## config.mk

```make
export PLATFORM = sky130hd
export DESIGN_NAME = eic_core
export DESIGN_NICKNAME = d
export VERILOG_FILES = /design/src/verilog/eic_core.v
export VERILOG_INCLUDE_DIRS = /design/src /design/src/verilog
export SDC_FILE = /design/constraint.sdc
export NUM_CORES = 1
export LEC_CHECK = 0
export BUFFER_PORTS_ARGS = -buffer_cell sky130_fd_sc_hd__buf_2
export CAP_MARGIN = 20
export CORE_ASPECT_RATIO = 1.25
export CORE_MARGIN = 5
export CORE_UTILIZATION = 33
export CTS_BUF_LIST = sky130_fd_sc_hd__clkbuf_16
export CTS_CLUSTER_DIAMETER = 30
export DETAILED_ROUTE_END_ITERATION = 16
export HOLD_SLACK_MARGIN = 0.05
export SYNTH_ARGS = -nofsm -noshare
export SYNTH_HDL_FRONTEND = slang
export SYNTH_SLANG_ARGS = --single-unit
```

## constraint.sdc

```tcl
create_clock -name sys_clk -period 3.2 [get_ports sys_clk]
set_input_delay 0.64 -clock sys_clk [delete_from_list [all_inputs] [get_ports sys_clk]]
set_output_delay 0.64 -clock sys_clk [all_outputs]
set_load 0.05 [all_outputs]
```

## src/verilog/eic_regs.vh

```
`ifndef EIC_REGS_VH
`define EIC_REGS_VH
// special function register addresses
`define EIC_ADDR_PIN_CFG 8'he4
`define EIC_ADDR_PRIO_TWO 8'hf7
`define EIC_ADDR_ENABLE_TWO 8'he7
`define EIC_ADDR_TIMER_CTRL 8'h88
// reset values
`define EIC_RST_PIN_CFG 8'h01
`define EIC_RST_PRIO_TWO 8'h00
`define EIC_RST_ENABLE_TWO 8'h00
`define EIC_RST_TRIG_TYPE 2'h0
`define EIC_RST_PEND 1'h0
`define EIC_RST_PREV 1'h1
`define EIC_RST_SYNC 1'h0
`define EIC_RST_RDATA 8'h00
// pin configuration fields
`define EIC_EXT1_POL_BIT 7
`define EIC_EXT1_SEL_HI 6
`define EIC_EXT1_SEL_LO 4
`define EIC_EXT0_POL_BIT 3
`define EIC_EXT0_SEL_HI 2
`define EIC_EXT0_SEL_LO 0
// priority two fields
`define EIC_PORT_MATCH_PRIORITY_PRIO_BIT 3
`define EIC_RSVD_PRIO_BIT 2
`define EIC_UART1_PRIO_BIT 1
`define EIC_VBUS_PRIO_BIT 0
`define EIC_PRIO_TWO_MASK 8'h0f
// enable two fields
`define EIC_PORT_MATCH_PRIORITY_EN_BIT 3
`define EIC_UART1_EN_BIT 1
`define EIC_VBUS_EN_BIT 0
`define EIC_ENABLE_TWO_MASK 8'h0f
// timer control fields
`define EIC_EXT1_PEND_BIT 3
`define EIC_EXT1_TRIG_BIT 2
`define EIC_EXT0_PEND_BIT 1
`define EIC_EXT0_TRIG_BIT 0
`endif

```

## src/verilog/eic_core.v

```verilog
// Notes on behaviour
// - port match interrupt is high priority when its priority bit (bit 3) is one.
// - second uart interrupt is high priority when its priority bit (bit 1) is one.
// - bus voltage interrupt is high priority when its priority bit (bit 0) is one.
// - the upper four bits of priority register two read zero and ignore writes.
// - a trigger type bit of one makes its input edge sensitive, zero level sensitive.
// - a polarity bit of one makes its input active high, zero active low.
// - each pin select field picks port-0 pin n for its input, zero picking pin 0.
// - the selected pin is only observed, never driven, so its peripheral is undisturbed.
// - a set skip mask bit keeps the crossbar from giving that pin to a peripheral.
// - input 0 pending sits in timer control bit 1, input 1 pending in bit 3.
// - in edge mode pending sets on an active edge and clears when the cpu vectors to it.
// - in level mode pending simply follows the active state of the input.
// - port match, uart and bus voltage requests pass only while enabled.
`timescale 1ns/1ps
`include "eic_regs.vh"
module eic_core (
  input wire sys_clk, // system clock, 20 MHz
  input wire rst_n, // asynchronous reset, active low
  input wire clk_en, // freezes all state while low
  input wire [7:0] port0_pin, // port-0 pin levels, asynchronous
  input wire [7:0] periph_pin_req, // crossbar pin claims by peripherals
  input wire [7:0] crossbar_skip_mask, // pins withheld from the crossbar
  input wire [7:0] sfr_addr, // register address
  input wire [7:0] sfr_wdata, // register write data
  input wire sfr_wr, // register write strobe
  input wire sfr_rd, // register read strobe
  input wire [1:0] ext_vector_ack, // cpu vectors to ext0/ext1 routine
  input wire port_match_req, // port match interrupt source
  input wire uart1_req, // second uart interrupt source
  input wire vbus_req, // bus voltage interrupt source
  output reg [7:0] sfr_rdata, // register read data
  output wire [7:0] crossbar_grant, // pins the crossbar may assign
  output wire ext_irq_zero, // input 0 pending request
  output wire ext_irq_one, // input 1 pending request
  output wire port_match_irq, // gated port match request
  output wire uart1_irq, // gated second uart request
  output wire vbus_irq, // gated bus voltage request
  output wire port_match_priority, // port match high priority
  output wire uart1_priority, // second uart high priority
  output wire vbus_priority // bus voltage high priority
);
  reg [7:0] ext_irq_pin_polarity_cfg;
  reg [7:0] extended_priority_two;
  reg [7:0] extended_enable_two;
  reg [1:0] trigger_type;
  reg [7:0] next_pin_cfg;
  reg [7:0] next_prio_two;
  reg [7:0] next_enable_two;
  reg [1:0] next_trigger_type;
  reg [7:0] next_rdata;
  reg wr_cfg;
  reg wr_prio;
  reg wr_en;
  reg wr_timer_control_reg;
  wire [7:0] pin_sync;
  wire [1:0] pending;
  wire [1:0] active;
  wire [2:0] sel0;
  wire [2:0] sel1;
  wire [1:0] pol;
  wire [1:0] pend_wval;
  wire rd_any;
  wire [2:0] src_req;
  wire [2:0] src_en_bit;
  wire [2:0] src_irq;

  // one write strobe per held register; unmapped addresses write nothing
  always @* begin
    wr_cfg = 1'h0;
    wr_prio = 1'h0;
    wr_en = 1'h0;
    wr_timer_control_reg = 1'h0;
    if (clk_en && sfr_wr) begin
      case (sfr_addr)
        `EIC_ADDR_PIN_CFG: begin
          wr_cfg = 1'h1;
        end
        `EIC_ADDR_PRIO_TWO: begin
          wr_prio = 1'h1;
        end
        `EIC_ADDR_ENABLE_TWO: begin
          wr_en = 1'h1;
        end
        `EIC_ADDR_TIMER_CTRL: begin
          wr_timer_control_reg = 1'h1;
        end
        default: begin
          wr_cfg = 1'h0;
        end
      endcase
    end
  end

  assign rd_any = clk_en && sfr_rd;

  // pins are only sampled, never driven
  genvar b;
  generate
    for (b = 0; b < 8; b = b + 1) begin : g_pin_sync
      reg meta_q;
      reg sync_q;
      // only sync_q is read outside this pair, meta_q may be metastable
      always @(posedge sys_clk or negedge rst_n) begin
        if (!rst_n) begin
          meta_q <= `EIC_RST_SYNC;
          sync_q <= `EIC_RST_SYNC;
        end else if (clk_en) begin
          meta_q <= port0_pin[b];
          sync_q <= meta_q;
        end
      end
      assign pin_sync[b] = sync_q;
    end
  endgenerate

  assign crossbar_grant = periph_pin_req & ~crossbar_skip_mask;

  // select and polarity act at once; changing them can itself look like an edge
  assign sel0 = ext_irq_pin_polarity_cfg[`EIC_EXT0_SEL_HI:`EIC_EXT0_SEL_LO];
  assign sel1 = ext_irq_pin_polarity_cfg[`EIC_EXT1_SEL_HI:`EIC_EXT1_SEL_LO];
  assign pol = {ext_irq_pin_polarity_cfg[`EIC_EXT1_POL_BIT],
                ext_irq_pin_polarity_cfg[`EIC_EXT0_POL_BIT]};
  assign pend_wval = {sfr_wdata[`EIC_EXT1_PEND_BIT],
                      sfr_wdata[`EIC_EXT0_PEND_BIT]};

  always @* begin
    next_pin_cfg = ext_irq_pin_polarity_cfg;
    next_prio_two = extended_priority_two;
    next_enable_two = extended_enable_two;
    next_trigger_type = trigger_type;
    if (wr_cfg) begin
      next_pin_cfg = sfr_wdata;
    end
    if (wr_prio) begin
      // unused upper bits are never stored, so they read back as zero
      next_prio_two = sfr_wdata & `EIC_PRIO_TWO_MASK;
    end
    if (wr_en) begin
      next_enable_two = sfr_wdata & `EIC_ENABLE_TWO_MASK;
    end
    if (wr_timer_control_reg) begin
      next_trigger_type[1] = sfr_wdata[`EIC_EXT1_TRIG_BIT];
      next_trigger_type[0] = sfr_wdata[`EIC_EXT0_TRIG_BIT];
    end
  end

  // clk_en low freezes every register, the pin synchronisers included
  always @(posedge sys_clk or negedge rst_n) begin
    if (!rst_n) begin
      ext_irq_pin_polarity_cfg <= `EIC_RST_PIN_CFG;
      extended_priority_two <= `EIC_RST_PRIO_TWO;
      extended_enable_two <= `EIC_RST_ENABLE_TWO;
      trigger_type <= `EIC_RST_TRIG_TYPE;
    end else if (clk_en) begin
      ext_irq_pin_polarity_cfg <= next_pin_cfg;
      extended_priority_two <= next_prio_two;
      extended_enable_two <= next_enable_two;
      trigger_type <= next_trigger_type;
    end
  end

  genvar i;
  generate
    for (i = 0; i < 2; i = i + 1) begin : g_ext
      wire [2:0] sel;
      wire trig;
      wire edge_seen;
      wire set_evt;
      wire clr_evt;
      wire sw_load;
      reg sel_pin;
      reg prev_q;
      reg pend_q;
      reg next_pend;

      assign sel = (i == 0) ? sel0 : sel1;
      assign trig = trigger_type[i];
      // one select code per pin, so every port-0 pin is reachable
      always @* begin
        sel_pin = 1'h0;
        case (sel)
          3'h0: begin
            sel_pin = pin_sync[0];
          end
          3'h1: begin
            sel_pin = pin_sync[1];
          end
          3'h2: begin
            sel_pin = pin_sync[2];
          end
          3'h3: begin
            sel_pin = pin_sync[3];
          end
          3'h4: begin
            sel_pin = pin_sync[4];
          end
          3'h5: begin
            sel_pin = pin_sync[5];
          end
          3'h6: begin
            sel_pin = pin_sync[6];
          end
          3'h7: begin
            sel_pin = pin_sync[7];
          end
          default: begin
            sel_pin = 1'h0;
          end
        endcase
      end

      assign active[i] = ~(sel_pin ^ pol[i]);
      assign edge_seen = active[i] && !prev_q;
      assign set_evt = trig && edge_seen;
      assign clr_evt = trig && ext_vector_ack[i];
      assign sw_load = trig && wr_timer_control_reg;
      always @* begin
        next_pend = pend_q;
        if (!trig) begin
          // no latching; a level still active after return requests again
          next_pend = active[i];
        end else if (set_evt) begin
          // a new edge wins over the vector clear or a software write
          next_pend = 1'h1;
        end else if (clr_evt) begin
          next_pend = 1'h0;
        end else if (sw_load) begin
          next_pend = pend_wval[i];
        end
      end
      always @(posedge sys_clk or negedge rst_n) begin
        if (!rst_n) begin
          // matches a low pin under the reset polarity, so no false edge follows reset
          prev_q <= `EIC_RST_PREV;
          pend_q <= `EIC_RST_PEND;
        end else if (clk_en) begin
          prev_q <= active[i];
          pend_q <= next_pend;
        end
      end
      assign pending[i] = pend_q;
    end
  endgenerate

  assign ext_irq_zero = pending[0];
  assign ext_irq_one = pending[1];

  assign port_match_priority = extended_priority_two[`EIC_PORT_MATCH_PRIORITY_PRIO_BIT];
  assign uart1_priority = extended_priority_two[`EIC_UART1_PRIO_BIT];
  assign vbus_priority = extended_priority_two[`EIC_VBUS_PRIO_BIT];

  // the three cpu-side sources share one gate shape
  assign src_req = {port_match_req, uart1_req, vbus_req};
  assign src_en_bit = {extended_enable_two[`EIC_PORT_MATCH_PRIORITY_EN_BIT],
                       extended_enable_two[`EIC_UART1_EN_BIT],
                       extended_enable_two[`EIC_VBUS_EN_BIT]};
  genvar s;
  generate
    for (s = 0; s < 3; s = s + 1) begin : g_src
      assign src_irq[s] = src_req[s] && src_en_bit[s];
    end
  endgenerate
  assign port_match_irq = src_irq[2];
  assign uart1_irq = src_irq[1];
  assign vbus_irq = src_irq[0];

  always @* begin
    next_rdata = 8'h00;
    case (sfr_addr)
      `EIC_ADDR_PIN_CFG: begin
        next_rdata = ext_irq_pin_polarity_cfg;
      end
      `EIC_ADDR_PRIO_TWO: begin
        next_rdata = extended_priority_two;
      end
      `EIC_ADDR_ENABLE_TWO: begin
        next_rdata = extended_enable_two;
      end
      `EIC_ADDR_TIMER_CTRL: begin
        next_rdata[`EIC_EXT1_PEND_BIT] = pending[1];
        next_rdata[`EIC_EXT1_TRIG_BIT] = trigger_type[1];
        next_rdata[`EIC_EXT0_PEND_BIT] = pending[0];
        next_rdata[`EIC_EXT0_TRIG_BIT] = trigger_type[0];
      end
      default: begin
        // unmapped addresses read as zero
        next_rdata = 8'h00;
      end
    endcase
  end

  // read data stands until the next read strobe
  always @(posedge sys_clk or negedge rst_n) begin
    if (!rst_n) begin
      sfr_rdata <= `EIC_RST_RDATA;
    end else if (rd_any) begin
      sfr_rdata <= next_rdata;
    end
  end
endmodule

```

==> impl_metrics.tcl, run 1 <==
set metrics [dict create \
    outcome "finished clean" \
    hold_viol_final 0 \
    dieArea_sq_um 8490 \
    port_buffers 73 \
    vias 1673 \
    cp-end-kind "flip-flop" \
    rsz0062_at_grt "no" \
    grt_usage_pct 12.1 \
    setup-violations-final 0 \
    ant_nets 0 \
    wl_per_cell_um 14.6 \
    layout-drive-gt1-share_pct 49.4 \
    syn_inst 175 \
    fp.dieH_um 102 \
    dr.pass1.iters 4 \
    post_cts.repair.setup_buffers 0 \
    htree_levels 2 \
    start_util_pct 33.8 \
    synth_fp_nets 225 \
    core_sq_um 6570 \
    synth_xor_xnor_area_share_pct 0.788 \
    ys_seq_area_share_pct 52.0 \
    synth_top_family_by_area "multiplexers" \
    vias_per_cell 4.92 \
    cts_made_buffers 5 \
    yosys.area_share.simple_pct 12.7 \
    cp_num_buf_inv 1 \
    synth_mux_area_share_pct 24.2 \
    io_pins 74 \
    route.detailed.drc 0 \
    worstPathArrival_ns 2.02 \
    whs_ns 0.179 \
    area_growth_pct 27.6 \
    synthDistinctLibCells 38 \
    clock_latency_ns 0.28 \
    synth-edff-count 0 \
    synth-adder-area-share_pct 0 \
    grt_pass1_vias 1679 \
    critPathMaxStageDelay_ns 0.47 \
    synth.avg_cell_area_sq_um 12.7 \
    wl_met3_um 381 \
    highest_layer "met4" \
    yosysWarnings 0 \
    fin_nets 302 \
    period_share_pct 57.8 \
    wirelength_um 4980 \
    wl_met2_um 2440 \
    place.gp.congestion 0.919 \
    finalMaxSlewViolations 0 \
    antenna-diode-count 0 \
    leakagePower_uw 0.00135 \
    antenna_found_initial 0 \
    crit_type "in2reg" \
    cp_cell_sequence "buf_2 -> or3_1 -> nor3_4 -> mux2_2" \
    ys.flop_type "dfrtp_1" \
    period_needed_ns 1.85 \
    cts_resized 0 \
    placed_cells 331 \
    max_cap_violations 0 \
    grt_pass1_wl_um 8180 \
    cts_sinks 46 \
    async_reset_ff_share_pct 100 \
    cpLargestDelayFamily "simple AND/OR/NAND/NOR gates" \
    tightestPinTransition_ns 0.491 \
    power_density_nw_per_um2 471 \
    grt_max_degree 47 \
    fin_util_pct 43.2 \
    m1WireLength_um 2080 \
    hp-class "in2async" \
    cts_tree "done" \
    clk_pin_slew_ns 0.06 \
    synth_compound_gate_area_share_pct 8.90 \
    critical_path_required_ns 3.37 \
    peakVddDrop_v 0.000248 \
    rows 33 \
    fin_skew_ns 0.00664 \
    fmax_mhz 540 \
    final.setup.tns_ns 0 \
    hold_buffers 0 \
    cts.path.max_buffers 2 \
    dp_hpwl_um 3940 \
    root_buffer "clkbuf_16" \
    cp-start-kind "input pin" \
    dr.first_iter.drc_count 66 \
    filler_cell_count 631 \
    synth-seq-cells 46 \
    relSlewSlack_pct 67.0 \
    synthesis.area_sq_um 2220 \
    cp_slowest_cell "or3_1" \
    crit_fanout 8 \
    dieWidth_um 83.4 \
    instances_no_fill 340 \
    grt_overflow 0 \
]
==> metal layers <==
layer / GRT usage, % / vias up
met5: 0 / -
met4: 4.15 / 0
met3: 4.39 / 8
met2: 20.8 / 61
met1: 14.1 / 801
li1: - / 803
==> registers in the layout, indices dropped and copies added, names as in the netlist <==
signal / cells
g_pin_sync.sync_q: 8
g_pin_sync.meta_q: 8
trigger_type: 2
ext_irq_pin_polarity_cfg: 8
sfr_rdata: 8
ext_irq_zero: 1
ext_irq_one: 1
extended_priority_two: 4
g_ext.prev_q: 2
extended_enable_two: 4
==> worst register-to-register path, delay by kind of cell (launching register included) <==
kind | cells | cell delay [ns]
xor+xnor | 1 | 0.17
mux | 2 | 0.68
compound gates | 2 | 0.27
flops | 1 | 0.57
==> through the flow <==
step	power [uW]	instance area (sq um)	worst slack, ns
after floorplan	778	2220	1.21
after global placement	852	2680	1.08
after detailed placement	856	2680	1.05
after CTS	1350	2820	1.35
after global routing	1400	2840	1.26
final	1340	2840	1.35
==> layout make-up <==
cell class	count	area, sq um	share of cell area, %
clock buffer	5	125	4.41
clock inverter	3	16.3	0.573
inverter	1	3.75	0.132
multi-input combinational	123	1030	36.5
sequential	46	1150	40.7
tap	87	109	3.84
timing repair buffer	75	393	13.9
==> kinds of logic after synthesis <==
logic type / after synthesis
buffers and inverters: 6
and+or+nand+nor: 49
xor gates and xnor gates: 2
AOI/OAI and AO/OA: 28
muxes: 44
DFF: 46
==> where the power goes <==
group	total (uW)	internal, uW	switching [uW]
clock	494	285	209
combinational	190	87.4	103
sequential	653	625	28.4
total	1340	997	340
==> cells in the final DEF, fill, tap and decap left out, types with 2 or more instances in the layout <==
cell and instances:
o21ai_0 4, mux4_2 3, dfrtp_1 43, o21ai_1 2, mux2i_1 6, nor2_1 9
clkbuf_16 5, dfstp_2 3, a31oi_1 2, a22oi_1 4, nand2_1 9, nor2b_1 13
o22a_1 4, and2_1 5, nand3_1 3, a22o_1 4, mux2_2 34, buf_2 73
a21oi_1 4
==> cell usage after synthesis (2+ instances only) <==
cell type	number	area share [%]
nor2_1	9	1.5
clkbuf_1	2	0.34
a31oi_1	2	0.56
mux2i_1	6	2.7
o22a_1	4	1.6
o21ai_0	4	0.90
dfstp_2	3	3.5
a21oi_1	4	0.90
o21ai_1	2	0.45
nor2b_1	13	3.7
a22oi_1	4	1.4
mux2_2	34	17
buf_2	2	0.45
a22o_1	4	1.6
dfrtp_1	43	48
and2_1	5	1.4
mux4_2	3	3.0
nand3_1	3	0.68
nand2_1	9	1.5
==> worst paths after layout <==
kind                                                         start                                      end  slack [ns]  depth (start not counted)
setup / recovery                                       sfr_addr[4]  ext_irq_pin_polarity_cfg[5]$_DFFE_PN0P_        1.35                          4
hold / removal                                               rst_n                 sfr_rdata[2]$_DFFE_PN0P_        0.18                          1
setup reg to reg           ext_irq_pin_polarity_cfg[0]$_DFFE_PN1P_                 ext_irq_zero$_DFFE_PN0P_        1.40                          5
hold reg to reg                           sfr_rdata[0]$_DFFE_PN0P_                 sfr_rdata[0]$_DFFE_PN0P_        0.47                          2
max in group asynchronous                                    rst_n              g_ext[1].prev_q$_DFFE_PN1P_        2.50                          2
min in group sys_clk                      sfr_rdata[0]$_DFFE_PN0P_                 sfr_rdata[0]$_DFFE_PN0P_        0.47                          2
Note: power is estimated with default switching activity, not from simulation.
==> inputs of run 2 (changes only) <==
Clock period 3.2 ns to 1.75 ns, I/O delays scaled along.
==> run 2 against run 1 <==
  * Utilization increased by 3.0 points
  * Sequential share of layout area decreased by 2.6 points
  * First-iteration DRC count increased by 56%
  * Critical path depth increased by 1
  * Worst setup slack got worse by 1.3 ns
  * Combinational power increased by 98%
  * Clock power increased by 140%
  * Global-route usage increased by 1.4 points
  * Non-clock buffer count increased by 19
==> impl_metrics.tcl, run 2 (synthesized netlist as in run 1, its figures left out) <==
set metrics [dict create \
    outcome "finished clean" \
    postLayoutCellArea_sq_um 3030 \
    htree_levels 2 \
    rsz0062_at_grt "yes" \
    max_cap_violations 0 \
    cp-start-kind "flip-flop" \
    dr.first_iter.drc_count 103 \
    switching_share_pct 23.2 \
    comb_power_share_pct 13.5 \
    grt_overflow 0 \
    whs_ns 0.0657 \
    leakagePower_uw 0.00147 \
    antenna-diode-count 0 \
    placed_area_sq_um 2830 \
    port_buffers 73 \
    start_util_pct 33.8 \
    clk_pin_slew_ns 0.07 \
    crit_type "reg2reg" \
    clkPwrFrac_pct 43.5 \
    area_growth_pct 36.4 \
    worstPathArrival_ns 1.90 \
    grt_max_degree 26 \
    placed_cells 350 \
    grt_pass1_wl_um 9070 \
    peakVddDrop_v 0.000579 \
    vias_per_cell 4.83 \
    route.detailed.drc 0 \
    layout_commonest_cell "buf_2" \
    grt_pass1_vias 1791 \
    dp_hpwl_um 4310 \
    ant_nets 0 \
    instances_no_fill 359 \
    intPower_uw 2140 \
    hold_viol_final 0 \
    io_pins 74 \
    cp-end-kind "flip-flop" \
    critical_path_required_ns 1.92 \
    clock_latency_ns 0.28 \
    final.setup.tns_ns 0 \
    totalPowerFinal_uw 2790 \
    relSlewSlack_pct 60.0 \
    wirelength_um 5390 \
    netSwitchingPower_uw 647 \
    root_buffer "clkbuf_16" \
    wl_per_cell_um 15.0 \
    dieArea_sq_um 8490 \
    setup-violations-final 0 \
    hp-class "in2async" \
    layout-drive-gt1-share_pct 54.0 \
    hold_buffers 0 \
    period_needed_ns 1.73 \
    fin_skew_ns 0.00599 \
    fmax_mhz 576 \
    regArea_sq_um 1150 \
    cts.path.max_buffers 2 \
    dr.pass1.iters 4 \
    filler_cell_count 632 \
    crit_fanout 2 \
    multi_input_area_sq_um 1030 \
    cts_sinks 46 \
    tightestPinTransition_ns 0.600 \
    dieWidth_um 83.4 \
    place.gp.congestion 0.832 \
    finalMaxSlewViolations 0 \
    mostFrequentLayoutCells "buf_2 (73), dfrtp_1 (43), mux2_2 (34)" \
    cts_made_buffers 5 \
    fp.dieH_um 102 \
    core_sq_um 6570 \
    seqPwrFrac_pct 43.0 \
    rows 33 \
    antenna_found_initial 0 \
    period_share_pct 99.1 \
    vias 1733 \
    fin_nets 321 \
    power_density_nw_per_um2 920 \
    grt_usage_pct 13.5 \
    cts_tree "done" \
]
run 2: per-layer routing:
| layer | global-route usage (%) | wire length [um] | part of all wire, % | vias up |
|---|---|---|---|---|
| li1 | - | - | - | 837 |
| met1 | 15.7 | 2200 | 41 | 827 |
| met2 | 23.9 | 2720 | 51 | 63 |
| met3 | 4.23 | 404 | 7.5 | 6 |
| met4 | 4.15 | 64 | 1.2 | 0 |
| met5 | 0 | 0 | 0 | - |
run 2: worst paths after layout:
kind	start	end	slack (ns)	depth (start not counted)
min	rst_n	sfr_rdata[3]$_DFFE_PN0P_	0.07	1
min reg2reg	sfr_rdata[0]$_DFFE_PN0P_	sfr_rdata[0]$_DFFE_PN0P_	0.47	2
max	ext_irq_pin_polarity_cfg[0]$_DFFE_PN1P_	ext_irq_zero$_DFFE_PN0P_	0.02	5
max reg2reg	ext_irq_pin_polarity_cfg[0]$_DFFE_PN1P_	ext_irq_zero$_DFFE_PN0P_	0.02	5
min in group sys_clk	port0_pin[1]	g_pin_sync[1].meta_q$_DFFE_PN0P_	0.30	2
max in group asynchronous	rst_n	g_pin_sync[5].sync_q$_DFFE_PN0P_	1.08	2
run 2: power by group through the flow:
stage,Clock [uW],Sequential [uW],Combinational [uW]
floorplan,0,1230,194
global placement,0,1220,370
detailed placement,0,1220,374
CTS,1250,1200,381
global route,1300,1210,414
finish,1210,1200,377
run 2: stage by stage:
step           utilization [%]  worst slack [ns]
3_3_place_gp              43.1            0.0147
6_report                  46.2            0.0153
3_5_place_dp              43.1         -0.000975
2_1_floorplan                -            0.0460
5_1_grt                   46.2            -0.115
4_1_cts                   46.2           0.00925
run 2: cell type report:
class | count | share of cell area [%]
Clock inverter | 3 | 2.27
Multi-Input combinational cell | 123 | 34.1
Tap cell | 87 | 3.59
Inverter | 1 | 0.124
Clock buffer | 5 | 4.13
Sequential cell | 46 | 38.1
Timing Repair Buffer | 94 | 17.7
run 2: what timing repair did:
action / in CTS / in global routing
setup buffers: 1 / 0
cloned: 0 / 0
pin swaps: 3 / 2
setup endpoints to repair: 1 / 4
gates resized for setup: 0 / 2
run 2: critical path: stages (launching register included):
cell and delay [ns]:
dfstp_2 0.54, mux4_2 0.48, mux2i_1 0.17, xnor2_1 0.17, a21boi_1 0.09, o21a_1 0.17
